$ cat src/hdl/ccs_pkg.sv
// ---------------------------------------------------------------------------
// shared constants and carriers for the output clock control block
// ---------------------------------------------------------------------------
package ccs_pkg;

    // ---------------------------------------------------------------------------
    // output groups and shutdown codes
    // ---------------------------------------------------------------------------
    localparam int          CCS_NUM_GROUPS  = 3;      // output banks a, b, c
    localparam int          CCS_CODE_W      = 2;      // width of shutdown code
    localparam logic [1:0]  CCS_SD_NONE     = 2'h0;   // every bank running
    localparam logic [1:0]  CCS_SD_C        = 2'h1;   // bank c held low
    localparam logic [1:0]  CCS_SD_BC       = 2'h2;   // banks b and c held low
    localparam logic [1:0]  CCS_SD_ALL      = 2'h3;   // every bank held low
    localparam logic [2:0]  CCS_EN_RESET    = 3'h0;   // banks idle until first low phase

    // ---------------------------------------------------------------------------
    // internal vco clock divider
    // ---------------------------------------------------------------------------
    localparam int          CCS_DIV_LOG2    = 1;      // nominal half period = 2**n cycles
    localparam int          CCS_DIV_MAX     = 8;      // largest divider exponent served
    localparam int          CCS_SYNC_STAGES = 2;      // flip-flops on each pin input

    // pair of internal vco-derived clocks as levels, plus the slow clock's rising tick
    typedef struct packed {
        logic nom;        // nominal-speed clock level
        logic half;       // half-speed clock level
        logic half_rise;  // one-cycle pulse as half goes high
    } ccs_vco_t;

    // decode of a shutdown code into per-bank run enables (bit 0 = bank a)
    function automatic logic [2:0] ccs_run_mask(input logic [1:0] code);
        logic [2:0] m;
        m = 3'h7;
        case (code)
            CCS_SD_NONE: m = 3'h7;
            CCS_SD_C:    m = 3'h3;
            CCS_SD_BC:   m = 3'h1;
            CCS_SD_ALL:  m = 3'h0;
            default:     m = 3'h7;
        endcase
        return m;
    endfunction

endpackage

$ cat src/hdl/ccs_clock_ctl.sv
`timescale 1ns/100ps
`default_nettype none
module ccs_clock_ctl
    import ccs_pkg::*;
#(
    parameter int DIV_LOG2 = CCS_DIV_LOG2
) (
    input  wire logic                      clock,
    input  wire logic                      rst_n,
    input  wire logic [CCS_CODE_W-1:0]     output_group_disable,
    input  wire logic                      half_speed_select,
    output logic      [CCS_NUM_GROUPS-1:0] group_clk_q,
    output logic                           half_speed_active_q
);

    // ---------------------------------------------------------------------------
    // parameter checks
    // ---------------------------------------------------------------------------
    if (DIV_LOG2 < 0 || DIV_LOG2 > CCS_DIV_MAX) begin : g_bad_div
        $error("ccs_clock_ctl: DIV_LOG2 out of range");
    end

    // ---------------------------------------------------------------------------
    // declarations
    // ---------------------------------------------------------------------------
    ccs_vco_t                    vco;          // internal clock levels
    logic [CCS_CODE_W-1:0]       sd_s1_q;      // shutdown sync stage 1
    logic [CCS_CODE_W-1:0]       sd_s2_q;      // shutdown sync stage 2
    logic                        hs_s1_q;      // select sync stage 1
    logic                        hs_s2_q;      // select sync stage 2
    logic                        req_q;        // select taken on slow clock
    logic                        sel_q;        // 1 = outputs from half clock
    logic                        sel_d;        // next source choice
    logic [CCS_NUM_GROUPS-1:0]   en_q;         // banks currently running
    logic [CCS_NUM_GROUPS-1:0]   en_d;         // next bank enables
    logic [CCS_NUM_GROUPS-1:0]   out_d;        // next output levels
    wire  [CCS_NUM_GROUPS-1:0]   want_w;       // banks the code asks to run
    wire                         both_low_w;   // both internal clocks low
    wire                         src_w;        // selected source level
    wire                         src_next_w;   // source level after the switch

    // ---------------------------------------------------------------------------
    // internal clock divider
    // ---------------------------------------------------------------------------
    ccs_vco_div #(
        .DIV_LOG2 (DIV_LOG2)
    ) u_div (
        .clock (clock),
        .rst_n (rst_n),
        .vco   (vco)
    );

    // ---------------------------------------------------------------------------
    // pin synchronisers
    // ---------------------------------------------------------------------------
    // stage 1 feeds only stage 2; nothing else looks at it
    // shutdown resynchronised
    always_ff @(posedge clock or negedge rst_n) begin
        if (!rst_n) begin
            sd_s1_q <= CCS_SD_NONE;
            sd_s2_q <= CCS_SD_NONE;
            hs_s1_q <= 1'b0;
            hs_s2_q <= 1'b0;
        end else begin
            sd_s1_q <= output_group_disable;
            sd_s2_q <= sd_s1_q;
            hs_s1_q <= half_speed_select;
            hs_s2_q <= hs_s1_q;
        end
    end

    // ---------------------------------------------------------------------------
    // shutdown decode
    // ---------------------------------------------------------------------------
    // code to bank mask
    assign want_w = ccs_run_mask(sd_s2_q);

    // ---------------------------------------------------------------------------
    // half-speed request on the slow clock
    // ---------------------------------------------------------------------------
    // sampling on the slowest clock keeps the request stable over a whole
    // slow period, so the both-low window below sees one steady value
    // slow-clock sampling
    always_ff @(posedge clock or negedge rst_n) begin
        if (!rst_n) begin
            req_q <= 1'b0;
        end else if (vco.half_rise) begin
            req_q <= hs_s2_q;
        end
    end

    // ---------------------------------------------------------------------------
    // source switch
    // ---------------------------------------------------------------------------
    assign both_low_w = !vco.nom && !vco.half;
    // the switch lands at counter zero, so the low phase in progress simply
    // runs on into the longer low of the half clock
    // pulse stretched at entry
    assign sel_d      = both_low_w ? req_q : sel_q;
    assign src_w      = sel_q ? vco.half : vco.nom;
    assign src_next_w = sel_d ? vco.half : vco.nom;

    always_ff @(posedge clock or negedge rst_n) begin
        if (!rst_n) begin
            sel_q <= 1'b0;
        end else begin
            sel_q <= sel_d;
        end
    end

    // ---------------------------------------------------------------------------
    // bank gating
    // ---------------------------------------------------------------------------
    // a bank changes state only while its source is low, so a high pulse is
    // never cut short and a restart begins on the shared next rising edge
    // stop in low phase
    assign en_d  = src_w ? en_q : want_w;
    assign out_d = {CCS_NUM_GROUPS{src_next_w}} & en_d;

    // ---------------------------------------------------------------------------
    // output registers
    // ---------------------------------------------------------------------------
    always_ff @(posedge clock or negedge rst_n) begin
        if (!rst_n) begin
            en_q                <= CCS_EN_RESET;
            group_clk_q         <= '0;
            half_speed_active_q <= 1'b0;
        end else begin
            en_q                <= en_d;
            group_clk_q         <= out_d;
            half_speed_active_q <= sel_d;
        end
    end

    logic past_valid_q;   // one edge seen since reset
    always_ff @(posedge clock or negedge rst_n) begin
        if (!rst_n) begin
            past_valid_q <= 1'b0;
        end else begin
            past_valid_q <= 1'b1;
        end
    end
endmodule
`default_nettype wire

$ cat src/hdl/ccs_vco_div.sv
`timescale 1ns/100ps
`default_nettype none
// ---------------------------------------------------------------------------
// divider making the nominal and half-speed internal clocks
// ---------------------------------------------------------------------------
module ccs_vco_div
    import ccs_pkg::*;
#(
    parameter int DIV_LOG2 = CCS_DIV_LOG2
) (
    input  wire logic     clock,
    input  wire logic     rst_n,
    output var ccs_vco_t  vco
);

    localparam int CW = DIV_LOG2 + 2;

    // refuse divider sizes the counter cannot serve
    if (DIV_LOG2 < 0 || DIV_LOG2 > CCS_DIV_MAX) begin : g_bad_div
        $error("ccs_vco_div: DIV_LOG2 out of range");
    end

    logic [CW-1:0] cnt_q;      // free-running phase counter
    logic [CW-1:0] cnt_d;      // next count
    logic          rise_q;     // registered half-clock rising tick
    wire           rise_w;     // count about to enter half-high region

    // both clocks share one counter so they are low together at count zero
    assign cnt_d  = cnt_q + CW'(1);
    assign rise_w = (cnt_d[CW-1] == 1'b1) && (cnt_d[CW-2:0] == '0);

    // ---------------------------------------------------------------------------
    // counter
    // ---------------------------------------------------------------------------
    always_ff @(posedge clock or negedge rst_n) begin
        if (!rst_n) begin
            cnt_q  <= '0;
            rise_q <= 1'b0;
        end else begin
            cnt_q  <= cnt_d;
            rise_q <= rise_w;
        end
    end

    // one driver for the whole carrier: nom, half, half_rise in field order
    assign vco = {cnt_q[CW-2], cnt_q[CW-1], rise_q};

endmodule
`default_nettype wire

$ cat config.mk
export PLATFORM = sky130hd
export DESIGN_NAME = ccs_clock_ctl
export DESIGN_NICKNAME = d
export VERILOG_FILES = /design/src/hdl/ccs_pkg.sv /design/src/hdl/ccs_clock_ctl.sv /design/src/hdl/ccs_vco_div.sv
export SDC_FILE = /design/constraint.sdc
export NUM_CORES = 1
export LEC_CHECK = 0
export BUFFER_PORTS_ARGS = -buffer_cell sky130_fd_sc_hd__buf_2
export CORE_UTILIZATION = 46
export DETAILED_ROUTE_END_ITERATION = 6
export GPL_ROUTABILITY_DRIVEN = 0
export PLACE_DENSITY = 0.69
export SLEW_MARGIN = 20
export SYNTH_ARGS = -nofsm -noshare
export SYNTH_HDL_FRONTEND = slang
export SYNTH_SLANG_ARGS = --single-unit
$ cat constraint.sdc
create_clock -name clock -period 1 [get_ports clock]
set_input_delay 0.2 -clock clock [delete_from_list [all_inputs] [get_ports clock]]
set_output_delay 0.2 -clock clock [all_outputs]
set_load 0.01 [all_outputs]
==> flow_metrics.env, run 1 <==
export IMPL_leakagePower_uw=0.000409
export IMPL_htreeDepth=1
export IMPL_fin_nets=63
export IMPL_crit_type="flop to flop"
export IMPL_rows=12
export IMPL_die_h_um=38.4
export IMPL_path_clk_slew_ps=100
export IMPL_area_delta_synth_final_pct=33.2
export IMPL_cap_violations=0
export IMPL_grt_pass1_wl_mm=1.38
export IMPL_drc_errors=0
export IMPL_layout_setup_ws_ps=-157
export IMPL_avgRoutedWirePerCell_um=13.5
export IMPL_finalCriticalPeriod_ps=1160
export IMPL_max_slew_margin_pct=74.1
export IMPL_fmax_mhz=864
export IMPL_final_util_pct=69.4
export IMPL_wl_um=929
export IMPL_rsz0062_at_grt="yes"
export IMPL_syn_nets=43
export IMPL_skew_ps=10.3
export IMPL_via_per_inst=4.70
export IMPL_cts_tree="built"
export IMPL_synth_compound_area_share_pct=0
export IMPL_drtPass1Iterations=4
export IMPL_dieArea_um2=1480
export IMPL_cts_max_path_buffers=2
export IMPL_start_util_pct=52.1
export IMPL_hpwl_um=566
export IMPL_antenna_left=0
export IMPL_clock_latency_ps=290
export IMPL_synth_mux_area_share_pct=13.9
export IMPL_avgSynthCellArea_um2=17.0
export IMPL_fp_dieW_um=38.4
export IMPL_finalCritPeriodShare_pct=116
export IMPL_io_pin_count=9
export IMPL_hold_viol_final=0
export IMPL_grt_max_degree=19
export IMPL_synthCells=36
export IMPL_path_max_fanout=4
export IMPL_total_power_uw=1250
export IMPL_synth_fa_ha_area_share_pct=4.10
export IMPL_outcome="complete, but fails checks"
export IMPL_layout_drive_gt1_share_pct=54.5
export IMPL_cp_end_kind="flop"
export IMPL_grt_ovfl_total=0
export IMPL_required_ps=1180
export IMPL_diodes=0
export IMPL_coreArea_um2=1170
export IMPL_violations="negative setup slack"
export IMPL_yosysWarnings=0
export IMPL_synth_area_um2=611
export IMPL_antenna_found_initial=0
export IMPL_ys_seq_elements=18
export IMPL_peakVddDrop_v=0.00106
export IMPL_clock_sinks=18
export IMPL_root_buffer="clkbuf_4"
export IMPL_cts_made_buffers=3
export IMPL_worst_pin_slew_ps=389
export IMPL_final_max_slew_viol_count=0
export IMPL_yosysUniqueCellTypes=13
export IMPL_num_vias=324
export IMPL_cp_arrival_ps=1330
export IMPL_port_buffers=8
export IMPL_whs_ps=12.3
export IMPL_yosysSeqAreaShare_pct=73.8
export IMPL_power_density_nw_per_um2=1530
export IMPL_grt_pass1_vias=326
export IMPL_drt_iter0_markers=8
export IMPL_track_usage_pct=14.9
export IMPL_min_path_type="primary input to flop"
export IMPL_yosys_area_share_simple_pct=5.53
export IMPL_synth_top_family_by_area="multiplexers"
export IMPL_synth_xor_area_share_pct=1.43
export IMPL_finalSetupViolations=10
export IMPL_cp_start_kind="flop"
[flip-flops by register name (all words and copies together), names as in the netlist, named ones only]
name / flops
en_q: 3
group_clk_q: 3
u_div.cnt_q: 3
sd_s1_q: 2
sd_s2_q: 2
hs_s1_q: 1
hs_s2_q: 1
req_q: 1
u_div.rise_q: 1
[per-layer routing]
layer	GRT usage (%)	routed length, um
met1	17.7	387
met2	25.0	466
met3	3.49	54
met4	7.76	21
met5	0	0
[cells in the mapped netlist]
cell type / number / area [um^2]
nand2_1: 1 / 3.75
mux2_4: 2 / 30.0
mux2_1: 1 / 11.3
and2_1: 1 / 6.26
mux2i_4: 1 / 22.5
mux2i_1: 1 / 10.0
xor2_1: 1 / 8.76
dfrtp_1: 18 / 450
inv_1: 2 / 7.51
ha_1: 2 / 25.0
nor2b_1: 2 / 12.5
nor2_1: 3 / 11.3
mux2_2: 1 / 11.3
[final timing paths]
check	startpoint	end	slack (ps)	cells after the start
worst min register to register	sd_s1_q[0]	sd_s2_q[0]	360	0
worst min-delay path	output_group_disable[0]	sd_s1_q[0]	10	1
max in group asynchronous	rst_n	u_div.cnt_q[0]	360	2
worst max register to register	u_div.cnt_q[1]	en_q[2]	-160	2
min in group asynchronous	rst_n	req_q	340	2
worst max-delay path	u_div.cnt_q[1]	en_q[2]	-160	2
[cells in the final DEF (no fill, tap or decap), types with 2 or more instances in the layout]
master	count
clkbuf_4	3
dfrtp_1	15
ha_4	2
mux2_4	2
nor2_1	2
dlygate4sd3_1	2
buf_2	8
dfrtp_2	3
buf_6	2
inv_1	2
buf_4	3
[layout make-up]
class | instances | area [um^2]
inverters | 2 | 7.51
repair buffers | 15 | 105
well taps | 14 | 17.5
clock buffers | 4 | 36.3
flip-flops and latches | 18 | 454
fillers | 74 | 358
multi-input cells | 16 | 193
[stage by stage]
step | worst slack [ps] | std cells | TNS [ps] | area (um^2)
after global placement | -76.5 | 60 | -238 | 687
after CTS | -138 | 67 | -580 | 776
after detailed placement | -113 | 60 | -411 | 687
after global routing | -189 | 69 | -1190 | 813
after floorplan | -164 | 36 | -335 | 614
final | -157 | 69 | -736 | 813
[report_power, final]
| group | leakage (uW) | switching [uW] | total (uW) | internal (uW) |
|---|---|---|---|---|
| logic | 0.000169 | 22.8 | 47.4 | 24.6 |
| clock network | 0.0000210 | 217 | 439 | 222 |
| registers | 0.000219 | 11.0 | 761 | 750 |
[critical path: stages, from the launching register on]
cell,delay [ps]
dfrtp_2,480
mux2i_4,230
mux2_4,330
[logic make-up (layout without fill, tap and decap cells)]
logic type,after synthesis,count (layout)
xor+xnor,1,1
fa+ha+maj,2,2
buf+inv,2,21
flops,18,18
mux,6,6
simple gates,7,7
[repair_timing]
| item | CTS | global route |
|---|---|---|
| setup endpoints to repair | 10 | 14 |
| pin swaps | 4 | 1 |
| gates resized for setup | 6 | 4 |
| hold endpoints to repair | 18 | 1 |
| buffers inserted | 2 | 1 |
| hold buffers | 1 | 1 |
No activity file was read; power rests on OpenSTA's default activity.
==> inputs of run 2 (changes only) <==
--- a/config.mk
+++ b/config.mk
@@ -10,6 +10,7 @@
 export DETAILED_ROUTE_END_ITERATION = 6
 export GPL_ROUTABILITY_DRIVEN = 0
 export PLACE_DENSITY = 0.69
+export REMOVE_ABC_BUFFERS = 1
 export SLEW_MARGIN = 20
 export SYNTH_ARGS = -nofsm -noshare
 export SYNTH_HDL_FRONTEND = slang
==> run 2 against run 1 <==
Largest cell class unchanged. Core utilization shrank 0.96 points. Global-route usage shrank 0.58 points. Cell area fell by 1.4%. Combinational power grew 23%. Sequential share of layout area up 0.47 points. Final cell count unchanged. Register-to-register slack got worse by 40 ps. Maximum frequency is 3.4% lower. Sequential power is essentially flat. Clock skew is 9.5 ps lower. Critical path depth grew 1. Routed wire length decreased by 1.7%. The run still ends with negative setup slack left. Critical endpoint is now en_q[1].
==> flow_metrics.env, run 2 (synthesis results as in run 1) <==
export IMPL_fin_nets=63
export IMPL_cts_max_path_buffers=2
export IMPL_total_power_uw=1250
export IMPL_path_max_fanout=4
export IMPL_power_density_nw_per_um2=1560
export IMPL_cp_start_kind="flop"
export IMPL_clock_latency_ps=280
export IMPL_critPathMaxStageDelay_ps=420
export IMPL_top_regs="en_q x3, group_clk_q x3, u_div.cnt_q x3"
export IMPL_wl_um=913
export IMPL_antenna_left=0
export IMPL_peakVddDrop_v=0.000886
export IMPL_cts_tree="built"
export IMPL_root_buffer="clkbuf_4"
export IMPL_htreeDepth=1
export IMPL_violations="negative setup slack"
export IMPL_rsz0062_at_grt="yes"
export IMPL_grt_max_degree=19
export IMPL_cts_made_buffers=3
export IMPL_num_vias=320
export IMPL_start_util_pct=52.1
export IMPL_min_path_type="primary input to flop"
export IMPL_final_cells=69
export IMPL_io_pin_count=9
export IMPL_diodes=0
export IMPL_fin_area_um2=802
export IMPL_grt_pass1_vias=341
export IMPL_final_max_slew_viol_count=0
export IMPL_cp_arrival_ps=1400
export IMPL_via_per_inst=4.64
export IMPL_finalCritPeriodShare_pct=120
export IMPL_finalCriticalPeriod_ps=1200
export IMPL_outcome="complete, but fails checks"
export IMPL_drtPass1Iterations=2
export IMPL_r2r_slack_ps=-200
export IMPL_max_slew_margin_pct=75.4
export IMPL_avgRoutedWirePerCell_um=13.2
export IMPL_layout_drive_gt1_share_pct=49.1
export IMPL_required_ps=1200
export IMPL_worst_pin_slew_ps=369
export IMPL_worstPathCellList="mux2i_4, buf_6, mux2i_2"
export IMPL_drc_errors=0
export IMPL_fmax_mhz=834
export IMPL_dieArea_um2=1480
export IMPL_crit_type="flop to flop"
export IMPL_skew_ps=0.759
export IMPL_cp_end_kind="flop"
export IMPL_grt_pass1_wl_mm=1.34
export IMPL_whs_ps=15.9
export IMPL_cpMaxStageDelayCell="dfrtp_1"
export IMPL_clock_sinks=18
export IMPL_cap_violations=0
export IMPL_hold_viol_final=0
export IMPL_placed_cell_area_um2=698
export IMPL_place_inst=62
export IMPL_drt_iter0_markers=1
export IMPL_hpwl_um=557
export IMPL_area_delta_synth_final_pct=31.4
export IMPL_layout_common_cells="dfrtp_1 (17), buf_2 (7)"
export IMPL_rows=12
export IMPL_path_clk_slew_ps=90
export IMPL_leakagePower_uw=0.000408
export IMPL_layout_commonest_cell="dfrtp_1"
export IMPL_finalSetupViolations=8
export IMPL_antenna_found_initial=0
export IMPL_layout_setup_ws_ps=-198
export IMPL_grt_ovfl_total=0
export IMPL_final_util_pct=68.5
export IMPL_fp_dieW_um=38.4
export IMPL_track_usage_pct=14.3
export IMPL_die_h_um=38.4
export IMPL_port_buffers=8
export IMPL_coreArea_um2=1170
[run 2: power by group]
part | switching, uW | internal [uW] | leakage (uW)
Clock | 207 | 222 | 0.0000210
Sequential | 11.9 | 750 | 0.000220
Combinational | 25.1 | 33.0 | 0.000166
[run 2: worst max-delay path, delay by kind of cell (launching register included)]
| family | cells | cell delay, ps |
|---|---|---|
| muxes | 2 | 540 |
| DFF | 1 | 420 |
| buffers and inverters | 1 | 150 |
[run 2: final cells by class]
cell class              count  area (um^2)
clock buffers               4         36.3
fillers                    77          369
inverters                   2         7.51
multi-input cells          16          178
flip-flops and latches     18          452
well taps                  14         17.5
repair buffers             15          111
[run 2: what timing repair did]
| item | 4_1_cts | 5_1_grt |
|---|---|---|
| gates resized for setup | 4 | 6 |
| buffers inserted | 0 | 1 |
| hold buffers | 1 | 1 |
| endpoints found under the hold margin | 18 | 1 |
| setup endpoints to repair | 9 | 11 |
[run 2: path summary, 6_finish.rpt]
check                                         from             end  depth (start not counted)
max                                           flop         en_q[1]                          3
min                        output_group_disable[1]      sd_s1_q[1]                          1
max reg2reg                                   flop         en_q[1]                          3
min reg2reg                                hs_s1_q         hs_s2_q                          0
max in group asynchronous                    rst_n  u_div.cnt_q[1]                          2
min in group asynchronous                    rst_n    u_div.rise_q                          2
[run 2: through the flow]
| step | setup slack [ps] | setup TNS (ps) |
|---|---|---|
| finish | -198 | -990 |
| global route | -291 | -1470 |
| CTS | -171 | -844 |
| detailed placement | -140 | -503 |
| global placement | -112 | -372 |
| floorplan | -217 | -517 |
[run 2: routing by layer]
metal | part of all wire (%) | vias up | GRT usage [%]
met5 | 0 | - | 0
met1 | 40 | 157 | 15.9
li1 | - | 151 | -
met2 | 55 | 10 | 23.7
met4 | 0.44 | 0 | 10.3
met3 | 4.5 | 2 | 3.49
